[config.mk]
export PLATFORM = sky130hd
export DESIGN_NAME = ahl_slave
export DESIGN_NICKNAME = d
export VERILOG_FILES = /design/src/inc/ahl_pkg.sv /design/src/verilog/ahl_slave.sv /design/src/verilog/ahl_uart.sv
export VERILOG_INCLUDE_DIRS = /design/src /design/src/inc
export SDC_FILE = /design/constraint.sdc
export NUM_CORES = 1
export LEC_CHECK = 0
export BUFFER_PORTS_ARGS = -buffer_cell sky130_fd_sc_hd__buf_4
export CAP_MARGIN = 10
export CORE_UTILIZATION = 45
export CTS_CLUSTER_DIAMETER = 120
export DETAILED_ROUTE_END_ITERATION = 12
export GPL_TIMING_DRIVEN = 1
export PLACE_DENSITY_LB_ADDON = 0.15
export SYNTH_ARGS = -nofsm -noshare
export SYNTH_HDL_FRONTEND = slang
export SYNTH_SLANG_ARGS = --single-unit
[constraint.sdc]
create_clock -name sys_clk -period 7.1 [get_ports sys_clk]
set_input_delay 0.355 -clock sys_clk [delete_from_list [all_inputs] [get_ports sys_clk]]
set_output_delay 0.355 -clock sys_clk [all_outputs]
set_load 0.02 [all_outputs]
[src/inc/ahl_cfg.svh]
// Constants of the point-to-point ASCII host-link command interpreter.
`ifndef AHL_CFG_SVH
`define AHL_CFG_SVH
`define AHL_CLK_HZ 200000000
`define AHL_BAUD 38400
`define AHL_BIT_CYC (`AHL_CLK_HZ / `AHL_BAUD)
`define AHL_CH_ENQ 8'h05
`define AHL_CH_STAR 8'h2a
`define AHL_CH_CR 8'h0d
`define AHL_ERR_H0 8'h45
`define AHL_ERR_H1 8'h52
`define AHL_FRAME_MAX 6'h20
`define AHL_CHANNELS 8'h10
`endif

[src/inc/ahl_pkg.sv]
// Types of the point-to-point ASCII host-link command interpreter.
package ahl_pkg;
	typedef enum logic [2:0] {
		AHL_IDLE = 3'b000,
		AHL_ECHO = 3'b001,
		AHL_RECV = 3'b010,
		AHL_EXEC = 3'b011,
		AHL_SEND = 3'b100
	} ahl_state_e;
	typedef logic [7:0] ahl_byte_t;
endpackage

[src/verilog/ahl_slave.sv]
// Point-to-point ASCII host-link slave on the primary serial port.
// Function
// RULE1 - Link defaults to 38400 baud, 8 data, 1 stop, no parity.
// RULE2 - Host opens a session with byte 0x05.
// RULE3 - Device echoes 0x05 when ready; host waits for it.
// RULE4 - Host then sends its whole command frame and awaits response.
// RULE5 - Frame: two-character header, ASCII data, then asterisk and CR.
// RULE6 - Binary bytes travel as two hex characters, 00 to FF.
// RULE7 - Accepted command is answered with same header, data, terminator.
// RULE8 - Sending the response ends the session; wait for new 0x05.
// RULE9 - Unknown header or illegal channel gives an error response.
// RULE10 - Responses are generated automatically, without user logic.
// RULE11 - Only one controller attached; frames carry no identifier.
// RULE12 - Idle discards non-0x05 bytes; error header differs from commands.
`timescale 1ns/1ps
`default_nettype none
`include "ahl_cfg.svh"
module ahl_slave import ahl_pkg::*; #(
	parameter int BIT_CYC = `AHL_BIT_CYC
) (
	input wire logic sys_clk,
	input wire logic nrst,
	input wire logic serialRx,
	output logic serialTx,
	output logic serialTxEn,
	input wire logic [15:0] inputBits,
	output logic [15:0] outputBits,
	output logic sessionBusy
);
	if (BIT_CYC < 4) begin : gen_bad_bit_cyc
		$error("ahl_slave: bit period too short");
	end
	function automatic logic [4:0] hexVal(input ahl_byte_t c);
		if (c >= 8'h30 && c <= 8'h39) begin
			hexVal = {1'b0, 4'(c - 8'h30)};
		end else if (c >= 8'h41 && c <= 8'h46) begin
			hexVal = {1'b0, 4'(c - 8'h37)};
		end else if (c >= 8'h61 && c <= 8'h66) begin
			hexVal = {1'b0, 4'(c - 8'h57)};
		end else begin
			hexVal = 5'h10;
		end
	endfunction
	function automatic ahl_byte_t hexChar(input logic [3:0] n);
		hexChar = (n < 4'ha) ? 8'h30 + {4'h0, n} : 8'h37 + {4'h0, n};
	endfunction
	ahl_state_e state;
	logic rxValid;
	ahl_byte_t rxData;
	logic txValid;
	ahl_byte_t txData;
	logic txReady;
	ahl_byte_t hdr0, hdr1;
	logic [15:0] dataAcc;
	logic [4:0] nibCnt;
	logic badData;
	logic sawStar;
	logic [5:0] frameLen;
	ahl_byte_t resp [0:7];
	logic [3:0] respLen;
	logic [3:0] respIdx;
	logic isErr;
	logic echoSent;
	logic [4:0] hv;
	assign hv = hexVal(rxData);
	// RULE1 link format
	ahl_uart #(.BIT_CYC(BIT_CYC)) uart (
		.sys_clk(sys_clk),
		.nrst(nrst),
		.rxd(serialRx),
		.txd(serialTx),
		.rxValid(rxValid),
		.rxData(rxData),
		.txValid(txValid),
		.txData(txData),
		.txReady(txReady)
	);
	assign sessionBusy = (state != AHL_IDLE);
	assign serialTxEn = (state == AHL_ECHO) || (state == AHL_SEND) || !txReady;
	assign txValid = txReady && ((state == AHL_ECHO && !echoSent) ||
		(state == AHL_SEND && respIdx < respLen));
	assign txData = (state == AHL_ECHO) ? `AHL_CH_ENQ : resp[respIdx[2:0]];
	////////////////////////////////////////////////////////////////////////
	always_ff @(posedge sys_clk) begin
		if (!nrst) begin
			state <= AHL_IDLE;
			echoSent <= 1'b0;
			respIdx <= 4'h0;
		end else begin
			case (state)
				// RULE2 RULE12 idle open
				AHL_IDLE: begin
					echoSent <= 1'b0;
					if (rxValid && rxData == `AHL_CH_ENQ) begin
						state <= AHL_ECHO;
					end
				end
				// RULE3 echo control byte
				AHL_ECHO: begin
					if (txValid) begin
						echoSent <= 1'b1;
					end else if (echoSent && txReady) begin
						state <= AHL_RECV;
					end
				end
				// RULE5 RULE11 frame receipt
				AHL_RECV: begin
					if (rxValid && sawStar && rxData == `AHL_CH_CR) begin
						state <= AHL_EXEC;
					end else if (rxValid && frameLen == `AHL_FRAME_MAX) begin
						state <= AHL_IDLE;
					end
				end
				// RULE10 automatic reply
				AHL_EXEC: begin
					respIdx <= 4'h0;
					state <= AHL_SEND;
				end
				// RULE8 session end
				AHL_SEND: begin
					if (txValid) begin
						respIdx <= respIdx + 4'h1;
					end else if (respIdx == respLen && txReady) begin
						state <= AHL_IDLE;
					end
				end
				default: state <= AHL_IDLE;
			endcase
		end
	end
	////////////////////////////////////////////////////////////////////////
	always_ff @(posedge sys_clk) begin
		if (!nrst || state != AHL_RECV) begin
			hdr0 <= 8'h00;
			hdr1 <= 8'h00;
			dataAcc <= 16'h0000;
			nibCnt <= 5'h00;
			badData <= 1'b0;
			sawStar <= 1'b0;
			frameLen <= 6'h00;
		end else if (rxValid) begin
			frameLen <= frameLen + 6'h01;
			sawStar <= (rxData == `AHL_CH_STAR);
			if (frameLen == 6'h00) begin
				hdr0 <= rxData;
			end else if (frameLen == 6'h01) begin
				hdr1 <= rxData;
			end else if (rxData != `AHL_CH_STAR && rxData != `AHL_CH_CR) begin
				// RULE6 hex decode
				if (hv[4] || sawStar) begin
					badData <= 1'b1;
				end else begin
					dataAcc <= {dataAcc[11:0], hv[3:0]};
					nibCnt <= nibCnt + 5'h01;
				end
			end
		end
	end
	////////////////////////////////////////////////////////////////////////
	// Commands: RI reads inputs, RO reads outputs (no data),
	// WO writes a channel: two hex of channel, two hex of 00 or 01.
	always_ff @(posedge sys_clk) begin
		if (!nrst) begin
			outputBits <= 16'h0000;
			respLen <= 4'h0;
			isErr <= 1'b0;
			for (int i = 0; i < 8; i++) begin
				resp[i] <= 8'h00;
			end
		end else if (state == AHL_EXEC) begin
			// RULE7 echo header
			resp[0] <= hdr0;
			resp[1] <= hdr1;
			isErr <= 1'b0;
			if (hdr0 == 8'h52 && (hdr1 == 8'h49 || hdr1 == 8'h4f) &&
				!badData && nibCnt == 5'h00) begin
				// RULE6 hex encode
				resp[2] <= hexChar(hdr1 == 8'h49 ? inputBits[15:12] :
					outputBits[15:12]);
				resp[3] <= hexChar(hdr1 == 8'h49 ? inputBits[11:8] :
					outputBits[11:8]);
				resp[4] <= hexChar(hdr1 == 8'h49 ? inputBits[7:4] :
					outputBits[7:4]);
				resp[5] <= hexChar(hdr1 == 8'h49 ? inputBits[3:0] :
					outputBits[3:0]);
				resp[6] <= `AHL_CH_STAR;
				resp[7] <= `AHL_CH_CR;
				respLen <= 4'h8;
			end else if (hdr0 == 8'h57 && hdr1 == 8'h4f && !badData &&
				nibCnt == 5'h04 && dataAcc[15:8] < `AHL_CHANNELS &&
				dataAcc[7:1] == 7'h00) begin
				outputBits[dataAcc[11:8]] <= dataAcc[0];
				resp[2] <= `AHL_CH_STAR;
				resp[3] <= `AHL_CH_CR;
				respLen <= 4'h4;
			end else begin
				// RULE9 RULE12 error reply
				isErr <= 1'b1;
				resp[0] <= `AHL_ERR_H0;
				resp[1] <= `AHL_ERR_H1;
				resp[2] <= `AHL_CH_STAR;
				resp[3] <= `AHL_CH_CR;
				respLen <= 4'h4;
			end
		end
	end
	////////////////////////////////////////////////////////////////////////
	// RULE3 echo after open
	chk_echo_after_open: assert property (@(posedge sys_clk) disable iff (!nrst)
		state == AHL_IDLE && rxValid && rxData == `AHL_CH_ENQ
		|=> state == AHL_ECHO && txValid && txData == `AHL_CH_ENQ)
		else $error("no echo after open byte");
	// RULE12 idle discards bytes
	chk_idle_discard: assert property (@(posedge sys_clk) disable iff (!nrst)
		state == AHL_IDLE && rxValid && rxData != `AHL_CH_ENQ
		|=> state == AHL_IDLE)
		else $error("idle left on non-open byte");
	// RULE5 frame end
	chk_frame_end: assert property (@(posedge sys_clk) disable iff (!nrst)
		state == AHL_RECV && rxValid && sawStar && rxData == `AHL_CH_CR
		|=> state == AHL_EXEC ##1 state == AHL_SEND)
		else $error("terminator not acted on");
	// RULE5 frame length limit
	chk_frame_limit: assert property (@(posedge sys_clk) disable iff (!nrst)
		state == AHL_RECV && rxValid && frameLen == `AHL_FRAME_MAX &&
		!(sawStar && rxData == `AHL_CH_CR)
		|=> state == AHL_IDLE)
		else $error("overlong frame not dropped");
	// RULE7 header echoed
	chk_header_echo: assert property (@(posedge sys_clk) disable iff (!nrst)
		state == AHL_EXEC |=> isErr ||
		(resp[0] == $past(hdr0) && resp[1] == $past(hdr1)))
		else $error("reply header differs");
	// RULE9 error header
	chk_error_header: assert property (@(posedge sys_clk) disable iff (!nrst)
		state == AHL_EXEC && badData |=> isErr && resp[0] == `AHL_ERR_H0)
		else $error("bad data not rejected");
	// RULE8 session ends
	chk_session_end: assert property (@(posedge sys_clk) disable iff (!nrst)
		state == AHL_SEND && respIdx == respLen && txReady && !txValid
		|=> state == AHL_IDLE)
		else $error("session did not end");
	// RULE10 reply starts
	chk_reply_start: assert property (@(posedge sys_clk) disable iff (!nrst)
		state == AHL_EXEC ##1 txReady |-> txValid && respIdx == 4'h0)
		else $error("reply not started");
	// RULE6 write decode
	chk_write_apply: assert property (@(posedge sys_clk) disable iff (!nrst)
		state == AHL_EXEC && hdr0 == 8'h57 && hdr1 == 8'h4f && !badData &&
		nibCnt == 5'h04 && dataAcc[15:8] < `AHL_CHANNELS &&
		dataAcc[7:1] == 7'h00
		|=> outputBits[$past(dataAcc[11:8])] == $past(dataAcc[0]))
		else $error("write not applied");
endmodule
`default_nettype wire

[src/verilog/ahl_uart.sv]
// Byte-level serial receiver and transmitter, 8 data bits, 1 stop, no parity.
`timescale 1ns/1ps
`default_nettype none
`include "ahl_cfg.svh"
module ahl_uart import ahl_pkg::*; #(
	parameter int BIT_CYC = `AHL_BIT_CYC
) (
	input wire logic sys_clk,
	input wire logic nrst,
	input wire logic rxd,
	output logic txd,
	output logic rxValid,
	output ahl_byte_t rxData,
	input wire logic txValid,
	input wire ahl_byte_t txData,
	output logic txReady
);
	if (BIT_CYC < 4 || BIT_CYC > 65535) begin : gen_bad_bit_cyc
		$error("ahl_uart: bit period out of range");
	end
	localparam logic [15:0] BC = 16'(BIT_CYC);
	localparam logic [15:0] HALF = 16'(BIT_CYC / 2);
	logic [15:0] rxCnt;
	logic [3:0] rxBit;
	logic rxBusy;
	logic [7:0] rxSh;
	logic [15:0] txCnt;
	logic [3:0] txBit;
	logic [9:0] txSh;
	////////////////////////////////////////////////////////////////////////
	always_ff @(posedge sys_clk) begin
		if (!nrst) begin
			rxBusy <= 1'b0;
			rxCnt <= 16'h0000;
			rxBit <= 4'h0;
			rxSh <= 8'h00;
			rxValid <= 1'b0;
			rxData <= 8'h00;
		end else begin
			rxValid <= 1'b0;
			if (!rxBusy) begin
				if (!rxd) begin
					rxBusy <= 1'b1;
					rxCnt <= HALF;
					rxBit <= 4'h0;
				end
			end else if (rxCnt != 16'h0000) begin
				rxCnt <= rxCnt - 16'h0001;
			end else begin
				rxCnt <= BC - 16'h0001;
				rxBit <= rxBit + 4'h1;
				if (rxBit == 4'h0) begin
					if (rxd) begin
						rxBusy <= 1'b0;
					end
				end else if (rxBit == 4'h9) begin
					rxBusy <= 1'b0;
					if (rxd) begin
						rxValid <= 1'b1;
						rxData <= rxSh;
					end
				end else begin
					rxSh <= {rxd, rxSh[7:1]};
				end
			end
		end
	end
	////////////////////////////////////////////////////////////////////////
	assign txReady = (txBit == 4'h0);
	always_ff @(posedge sys_clk) begin
		if (!nrst) begin
			txCnt <= 16'h0000;
			txBit <= 4'h0;
			txSh <= 10'h3ff;
			txd <= 1'b1;
		end else if (txBit == 4'h0) begin
			txd <= 1'b1;
			if (txValid) begin
				// An eleventh step keeps the stop bit up a full bit time.
				txSh <= {1'b1, txData, 1'b0};
				txBit <= 4'hb;
				txCnt <= 16'h0000;
			end
		end else if (txCnt != 16'h0000) begin
			txCnt <= txCnt - 16'h0001;
		end else begin
			txd <= txSh[0];
			txSh <= {1'b1, txSh[9:1]};
			txCnt <= BC - 16'h0001;
			txBit <= txBit - 4'h1;
		end
	end
endmodule
`default_nettype wire
* Word level (Yosys, flattened, before mapping)
Memories as Yosys holds them, arrays and structs flattened. A register that Yosys moved wholly into a read port is not among the register bits. Cells that the tools add are included.
Operators by class: $add $sub $neg 18, magnitude comparators 14, eq/ne operators 31, muxes and demuxes 83, bitwise operators 23, reduce and logical (&&, ||, !) cells 57
Operators by type and width (number):
- $mux W8 | 15
- $mux W16 | 6
- $add A6 B4 Y7 const A | 8
- $mux W4 | 12
- $eq A8 B7 Y1 const B | 4
- $reduce_bool A16 Y1 | 2
- $sub A16 B1 Y16 const B | 2
- $mux W10 | 3
- $mux W7 | 4
- $mux W3 | 9
- $mux W1 | 26
- $logic_and A1 B1 Y1 | 22
- $bwmux W16 | 1
- $ge A8 B7 Y1 const B | 2
- $le A8 B7 Y1 const B | 2
- $lt A4 B4 Y1 const B | 4
- $ne A2 B2 Y1 const B | 8
- $mux W5 | 3
- $pmux W3 S5 | 1
- $reduce_and A5 Y1 | 3
- $or A1 B1 Y1 | 14
- $reduce_and A2 Y1 | 5
- $not A1 Y1 | 9
- $add A4 B1 Y4 const B | 2
- 43 further kinds | 59
Word-level totals: register bits 142, bits in writable memories 64, logic and storage cells 249, memories kept 1
Memory list:
- resp | words 8, bits a word 8, rd ports 1, clocked after memory_dff 1, wr ports 8, RTL line ahl_slave.sv:59 | ahl_byte_t resp [0:7];

* Depth between registers and ports, before layout
Gate-level depths: netlist of the first run.
depth after elaboration 13, mapped depth 9, gate-level depth less buffers 7

* Cells and area by module
Synthesis of the first run repeated with hierarchy kept, for this count alone.
Unflattened totals: cells, all modules 1036, area, all modules 9661.8 sq um
By module, submodules not included:
- ahl_slave | instances 1, cells each 640, area an instance 6316.1 sq um
- ahl_uart | instances 1, cells each 396, area an instance 3345.7 sq um

* Worst setup path after synthesis of the first run
OpenSTA, ideal clock, no wires.
kind register to register, start point register hdr1[1], end point memory resp[4][0] (netlist bit), enable pin, library setup time 404 ps, arrival time 2443 ps, path slack 4253 ps, cell stages (with the launch flop) 6, clock period less this slack 2847 ps, cell sequence dfxtp_1 -> or2_1 -> a2111oi_0 -> nand3_1 -> clkbuf_1 -> o21ai_0
RTL lines:
- start, declared | RTL line ahl_slave.sv:53 | ahl_byte_t hdr0, hdr1;
- start signal, assigned | RTL line ahl_slave.sv:147 | hdr1 <= rxData;
- end, declared | RTL line ahl_slave.sv:59

==> results of run 1 <==
==> synthesized netlist by cell type (5+ instances only) <==
cell type and number:
dfxtp_1 143, nor2_1 96, nand2_1 84, mux2i_1 80, o21ai_0 55, a21oi_1 50, edfxtp_1 44, inv_1 35
clkbuf_1 31, nand3_1 27, ha_1 24, nor3_1 22, a31oi_1 20, nand4_1 20, nor4_2 15, nor4_1 14
nor3b_1 13, buf_2 10, nand3b_1 10, or3_1 10, nand2b_1 9, or2_2 9, xnor2_1 9, and2_1 8
and3_1 8, mux2_2 8, nor2b_1 8, o31ai_1 8, mux4_2 7, o21a_1 7, a211oi_1 6, a21o_1 6
o211ai_1 6, o21ai_1 6, or4_1 5, xor2_1 5
==> report_power, final <==
group	leakage (nW)	switching, mW	total [mW]	internal (mW)
registers	1.59	0.0741	1.24	1.17
logic	1.88	0.468	0.754	0.286
clock network	0.284	0.466	0.937	0.471
==> through the flow <==
| stage | utilization | cell area [sq um] | setup slack [ns] |
|---|---|---|---|
| floorplan | - | 9520 | 4.25 |
| global placement | 0.485 | 9940 | 4.07 |
| detailed placement | 0.485 | 9940 | 3.90 |
| CTS | 0.513 | 10500 | 3.90 |
| global route | 0.513 | 10500 | 3.65 |
| finish | 0.513 | 10500 | 3.88 |
==> layer usage <==
layer	track usage	vias up	wire length [microns]
li1	-	3707	-
met5	0	-	0
met2	0.310	122	9760
met3	0.0379	20	780
met1	0.302	3498	11200
met4	0.0732	0	202
==> state kept, by name (all words and copies together), names as in the netlist, 2 cells and up, named ones only <==
signal,count
uart.rxCnt,16
respIdx,4
uart.rxData,8
dataAcc,16
respLen,2
resp,45
nibCnt,5
uart.txSh,9
uart.txBit,4
outputBits,16
frameLen,6
uart.rxBit,4
uart.rxSh,8
state,3
hdr0,8
uart.txCnt,16
hdr1,8
==> layout make-up <==
cell class | count | area share
tap | 270 | 0.0321
multi-input combinational | 730 | 0.474
clock inverter | 15 | 0.0142
clock buffer | 17 | 0.0405
sequential | 187 | 0.398
timing repair buffer | 40 | 0.0286
inverter | 36 | 0.0129
==> kinds of logic (layout without fill, tap and decap cells) <==
| family | after synthesis | after routing | share of synthesized area |
|---|---|---|---|
| fa+ha+maj | 24 | 24 | 0.0316 |
| buf+inv | 85 | 108 | 0.0380 |
| compound gates | 200 | 200 | 0.134 |
| other cells | 1 | 5 | 0.000394 |
| simple gates | 392 | 392 | 0.233 |
| xor+xnor | 14 | 14 | 0.0129 |
| flops | 187 | 187 | 0.440 |
| mux | 95 | 95 | 0.110 |
==> critical path, stage by stage (launching register included) <==
cell and delay (ns):
dfxtp_1 0.36, or2_1 0.33, a2111oi_0 0.58, nand3_1 0.49, o21ai_1 1.08
==> worst paths after layout <==
kind	end	slack, ns	start	depth (start not counted)
max	resp[4][1]	3.88	hdr1[1]	4
min	uart.rxCnt[1]	0.22	serialRx	3
max reg2reg	resp[4][1]	3.88	hdr1[1]	4
min reg2reg	dataAcc[14]	0.47	dataAcc[14]	2
==> results.md, run 1 <==
* Status: finished, final reports clean
* Pin count of the biggest net entering global routing at 50
* Pwr per Cell Area at ~280 nW/um^2
* Final worst-path cycle share at 0.454
* RD Place Congestion at around 0.8
* Post-synth EDFFs at 44
* Cts-stage hold buffer count at 0
* Gr usage total at 0.209
* Setup CP Type: register to register
* I/O pins at 38
* Core ar. at 20500 sq um
* Layout cell share with drive strength beyond 1 at 0.131
* RSZ-0062 raised after global routing: false
* Area added between synthesis and finish at 10.6%
* Post-synthesis register bit count at ~190
* Worst hold path class: input port to register
* Number of fill cells at 1910
* DRT antenna net count at 0
* Max Cap Violations at 0
* Yosys warns at 0
* Post-synthesis cell type count at 81
* Post-CTS Resized at 0
* Synth top area cells: dfxtp_1, edfxtp_1, mux2i_1, nor2_1, nand2_1
* Hold WS at about 0.22 ns
* Crit end category: register
* Total gr overflow at 0
* Mean post-synth cell area at ~9.5 sq um
* Synthesized area at 9510 sq um
* Max clock buf depth at 2
* FFs w/ async S/R, synth at 0
* Final TNS setup at 0 ns
* FP Rows at between 50 and 60
* Most frequent cells in the layout: dfxtp_1, nor2_1, nand2_1, mux2i_1, o21ai_0
* Fin. Hold Viols at 0
* Worst Path Max Fanout at 14
* Initial Util at 0.464
* Detail Placement HPWL at ~15000 microns
* # diodes at 0
* Drt total wl at around 22000 microns
* I/O Buffers at 37
* Sequential standard cell area at around 4200 sq um
* Top-area cell type share of the netlist area at 0.301
* Max Clock Skew at around 0.011 ns
* Slew @ Worst Pin at around 1.2 ns
* First drt pass iteration count at 5
* Slew margin rel. at 0.184
* Sink Count at approximately 190
* Req. time, crit path at slightly above 7 ns
* Die X at ~150 microns
* Critical Path Source Type: register
* Commonest non-fill, non-tap cell in the layout: dfxtp_1
* Vias per cell at 5.67
* LEAKAGE at 3.75 nW
* Max-slew violations at 0
* TritonCTS clock tree: built
* DR WL/cell at 16.9 microns
* CTS Buf Count at 17
* First-pass GRT wire length at 36000 microns
* Via Count at around 7300
* Final min period at 3.22 ns
* Tot Pwr at a little under 3 mW
* H-Tree Depth at 4
* Post-route DRC at 0
* Area occupied by multi-input gates at 4980 sq um
* Iter 0 DRT Violations at 603
* Nets at between 1000 and 1500
* Post-Place Cells at ~1300
* Root Buffer: clkbuf_16
* Worst skew pair latency at ~0.44 ns
* # setup viols final at 0
* Ys flop type: dfxtp_1
* Die area at approximately 22000 sq um
* Vias in the first global route at ~7000
* Chip Height at approximately 150 microns
* Peak supply drop at 0.000144 V
* Clock transition at path regs at about 0.08 ns
* Sequential element share of the synthesized area at 0.440
* Post-synth top area cell: dfxtp_1
* Post-CTS Setup Bufs at 0
* F_max at ~0.31 GHz
* Cells after Synth at about 1000
* Initial antenna violation count at 0
* CP arrival at 3.28 ns
* Final cell count without fillers at 1295
No activity file was read; power rests on OpenSTA's default activity.
==> inputs of run 2 (changes only) <==
==> constraint.sdc (replaced) <==
create_clock -name sys_clk -period 3.3 [get_ports sys_clk]
set_input_delay 0.165 -clock sys_clk [delete_from_list [all_inputs] [get_ports sys_clk]]
set_output_delay 0.165 -clock sys_clk [all_outputs]
set_load 0.02 [all_outputs]
==> results.md, run 2 (synthesis gave the netlist of run 1 again) <==
* Status: finished, final reports clean
* Most used routing layer: met2
* Area added between synthesis and finish at 11.8%
* P_int at 4.18 mW
* # setup viols final at 0
* I/O Buffers at 37
* Final TNS setup at 0 ns
* Cts-stage hold buffer count at 0
* Post-route DRC at 0
* Core ar. at 20500 sq um
* H-Tree Depth at 4
* Chip Height at ~150 microns
* Met1 Use GR at 0.312
* DRT antenna net count at 0
* Sw frac at 0.343
* Final worst-path cycle share at 0.837
* FP Rows at 52
* Worst Path Max Fanout at 22
* Setup CP Type: register to register
* Comb power frac at 0.264
* Grt met2 use at 0.316
* Nets at ~1100
* Max Cap Violations at 0
* NetSw at around 2.2 mW
* Layout cell share with drive strength beyond 1 at 0.144
* Max-slew violations at 0
* Max clock buf depth at 2
* RD Place Congestion at between 0.8 and 0.9
* Total gr overflow at 0
* Peak supply drop at 0.000356 V
* Grt met3 use at 0.0363
* Initial Util at 0.464
* Die area at 21700 sq um
* TritonCTS clock tree: built
* Detail Placement HPWL at roughly 16000 microns
* Vias in the first global route at between 7000 and 8000
* Gr usage total at 0.210
* DR WL/cell at ~17 microns
* Setup WS post-layout at approximately 0.54 ns
* CP arrival at 3.11 ns
* CTS Buf Count at 17
* Iter 0 DRT Violations at roughly 550
* Sink Count at 187
* Pin count of the biggest net entering global routing at 34
* Max reg flops at 45
* First drt pass iteration count at 5
* I/O pins at 38
* Most frequent cells in the layout: dfxtp_1, nor2_1, nand2_1, mux2i_1, buf_4
* Clock power share at 0.316
* Req. time, crit path at 3.65 ns
* Reg with most FFs: resp
* Max Clock Skew at roughly 0.012 ns
* Slew margin rel. at 0.372
* LEAKAGE at roughly 3.8 nW
* Flop pwr share at 0.420
* Slew @ Worst Pin at between 0.9 and 1 ns
* Critical Path Source Type: register
* Pwr per Cell Area at roughly 600 nW/um^2
* Root Buffer: clkbuf_16
* Drt total wl at about 22000 microns
* F_max at 0.362 GHz
* Die X at 147 microns
* DP Area at about 10000 sq um
* Vias per cell at 5.72
* RSZ-0062 raised after global routing: false
* Tot Pwr at roughly 6.4 mW
* Commonest non-fill, non-tap cell in the layout: dfxtp_1
* Post-CTS Setup Bufs at 0
* Worst skew pair latency at between 0.4 and 0.5 ns
* Via Count at around 7500
* Fin area at 10600 sq um
* DP Worst Slack at 0.594 ns
* Hold WS at ~0.048 ns
* First-pass GRT wire length at 36600 microns
* Fin. Hold Viols at 0
* # diodes at 0
* Worst hold path class: input port to register
* Post-CTS Resized at 0
* Crit end category: register
* Final min period at ~2.8 ns
* Clock transition at path regs at around 0.07 ns
* Initial antenna violation count at 0
## run 2: layout make-up
| type | instances | area, sq um |
|---|---|---|
| fill | 1915 | 9860 |
| multi-input combinational | 730 | 4980 |
| sequential | 187 | 4180 |
| clock buffer | 17 | 425 |
| timing repair buffer | 56 | 420 |
| tap | 270 | 338 |
| clock inverter | 15 | 146 |
| inverter | 36 | 135 |
## run 2: per-layer routing
metal  up-vias  part of all wire
met5         -                 0
met4         0            0.0099
met3        20             0.038
met2       133              0.44
met1      3611              0.51
li1       3739                 -
## run 2: final timing paths
| kind | startpoint | endpoint | slack (ns) | cells past startpoint |
|---|---|---|---|---|
| worst min register to register | dataAcc[15] | dataAcc[15] | 0.45 | 2 |
| worst max-delay path | hdr1[5] | outputBits[1] | 0.54 | 5 |
| worst min-delay path | serialRx | uart.rxSh[7] | 0.05 | 3 |
| worst max register to register | hdr1[5] | outputBits[1] | 0.54 | 5 |
## run 2: through the flow
| step | std cells | util |
|---|---|---|
| 2_1_floorplan | 1002 | - |
| 3_3_place_gp | 1279 | 0.491 |
| 3_5_place_dp | 1279 | 0.491 |
| 4_1_cts | 1311 | 0.519 |
| 5_1_grt | 1311 | 0.519 |
| 6_report | 1311 | 0.519 |
## run 2: critical path: stages, from the launching register on
cell	delay (ns)
dfxtp_1	0.33
nand4bb_1	0.39
nor4_1	0.54
nand3_2	0.60
nor4_1	0.60
mux2i_1	0.22
## run 2: power by group through the flow
stage               registers [mW]  clock network (mW)  logic, mW
detailed placement            2.72                   0       1.69
global placement              2.72                   0       1.67
floorplan                     2.67                   0       1.28
global route                  2.70                2.15       1.92
finish                        2.67                2.01       1.68
CTS                           2.67                2.06       1.69
==> inputs of run 3 (changes only) <==
==> constraint.sdc (replaced) <==
create_clock -name sys_clk -period 2.51 [get_ports sys_clk]
set_input_delay 0.1255 -clock sys_clk [delete_from_list [all_inputs] [get_ports sys_clk]]
set_output_delay 0.1255 -clock sys_clk [all_outputs]
set_load 0.02 [all_outputs]
==> results.md, run 3 (synthesis gave the netlist of run 1 again) <==
* Clock transition at path regs at 0.07 ns
* R2r setup slk at 0.17 ns
* # setup viols final at 0
* Hold path endpoint: uart.txSh[8]
* Initial Util at 0.464
* Max Cap Violations at 0
* Most frequent cells in the layout: dfxtp_1, nor2_1, nand2_1, mux2i_1, buf_4
* Final worst-path cycle share at 0.932
* Peak supply drop at 0.000551 V
* Status: finished, final reports clean
* Sequential standard cell area at 4180 sq um
* Via Count at between 7000 and 8000
* I/O Buffers at 37
* Die X at between 100 and 150 microns
* Worst skew pair latency at between 0.4 and 0.5 ns
* Die area at between 20000 and 25000 sq um
* H-Tree Depth at 4
* Worst r2r src: hdr1[2]
* RD Place Congestion at roughly 0.84
* F_max at about 0.43 GHz
* Crit end category: register
* Setup crit start: hdr1[2]
* Chip Height at 147 microns
* Reg with most FFs: resp
* Pwr per Cell Area at approximately 780 nW/um^2
* Slew margin rel. at 0.494
* Vias in the first global route at around 7300
* Req. time, crit path at about 2.6 ns
* R2r worst-path depth at 5
* HP Start: nrst
* LEAKAGE at about 3.9 nW
* Fin util at 0.529
* Final min period at roughly 2.3 ns
* Commonest non-fill, non-tap cell in the layout: dfxtp_1
* Drt total wl at 22200 microns
* Initial antenna violation count at 0
* Max Clock Skew at 0.0172 ns
* Area occupied by multi-input gates at ~5000 sq um
* Root Buffer: clkbuf_16
* Final TNS setup at 0 ns
* DR WL/cell at around 17 microns
* Area added between synthesis and finish at 14.0%
* CTS Buf Count at 17
* First-pass GRT wire length at around 37000 microns
* Total gr overflow at 0
* Pin count of the biggest net entering global routing at 33
* # diodes at 0
* Nets at about 1100
* Iter 0 DRT Violations at approximately 470
* Layout cell share with drive strength beyond 1 at 0.165
* I/O pins at 38
* RSZ-0062 raised after global routing: false
* FP Rows at 52
* Worst hold path class: input port to register
* Critical Path Source Type: register
* Worst Path Max Fanout at 14
* Number of fill cells at between 1500 and 2000
* Max reg flops at 45
* Slew @ Worst Pin at 0.753 ns
* TritonCTS clock tree: built
* Detail Placement HPWL at 16200 microns
* Setup CP Type: register to register
* First drt pass iteration count at 4
* DRT antenna net count at 0
* R2R Path End: resp[5][3]
* Max-slew violations at 0
* Post-route DRC at 0
* Hold path depth at 2
* CP arrival at approximately 2.5 ns
* Gr usage total at 0.214
* Sink Count at around 190
* Fin. Hold Viols at 0
* Max clock buf depth at 2
* Hold WS at around 0.084 ns
* Vias per cell at between 5 and 6
* Core ar. at around 20000 sq um
-- run 3: repair_timing --
item	in CTS	in global routing
hold endpoints to repair	1	0
setup endpoints to repair	0	22
hold buffers	1	0
gates resized for setup	0	2
buffers inserted	0	0
-- run 3: area by class of cell --
cell class	instances	share of cell area
inverter	36	0.0125
clock inverter	14	0.0114
tap	270	0.0312
timing repair buffer	82	0.0582
clock buffer	18	0.0405
multi-input combinational	730	0.460
sequential	187	0.386
-- run 3: worst max-delay path, stage by stage, from the launching register on --
cell	delay [ns]
dfxtp_1	0.37
or2_1	0.31
a2111oi_1	0.52
nand3_1	0.35
o21ai_1	0.25
buf_4	0.24
-- run 3: per-stage QoR --
stage               instances  setup WS, ns  power [mW]  cell area (sq um)
floorplan                1002        0.0449        5.20               9520
global placement         1304         0.135        5.87              10300
detailed placement       1304        0.0721        5.90              10300
CTS                      1337        0.0661        8.49              10800
global route             1337        0.0443        8.97              10800
finish                   1337         0.170        8.42              10800
-- run 3: layer usage --
layer	vias to the layer above	track usage	share of wire
met1	3572	0.307	0.51
li1	3796	-	-
met3	10	0.0357	0.025
met4	0	0.0526	0.0077
met2	89	0.334	0.45
met5	-	0	0
-- run 3: worst max-delay path by stage --
stage | endpoint | slack (ns) | cells after the start
after floorplan | resp[4][0] | 0.04 | 5
after global placement | resp[4][4] | 0.13 | 5
after detailed placement | resp[5][4] | 0.07 | 5
after CTS | resp[5][3] | 0.07 | 5
after global routing | resp[4][1] | 0.04 | 7
final | resp[5][3] | 0.17 | 5
-- run 3: where the power goes --
| part | switching [mW] | leakage, nW | total [mW] | internal, mW |
|---|---|---|---|---|
| sequential | 0.203 | 1.59 | 3.51 | 3.31 |
| combinational | 1.38 | 2.09 | 2.33 | 0.952 |
| clock | 1.25 | 0.275 | 2.58 | 1.33 |
| total | 2.83 | 3.95 | 8.42 | 5.59 |
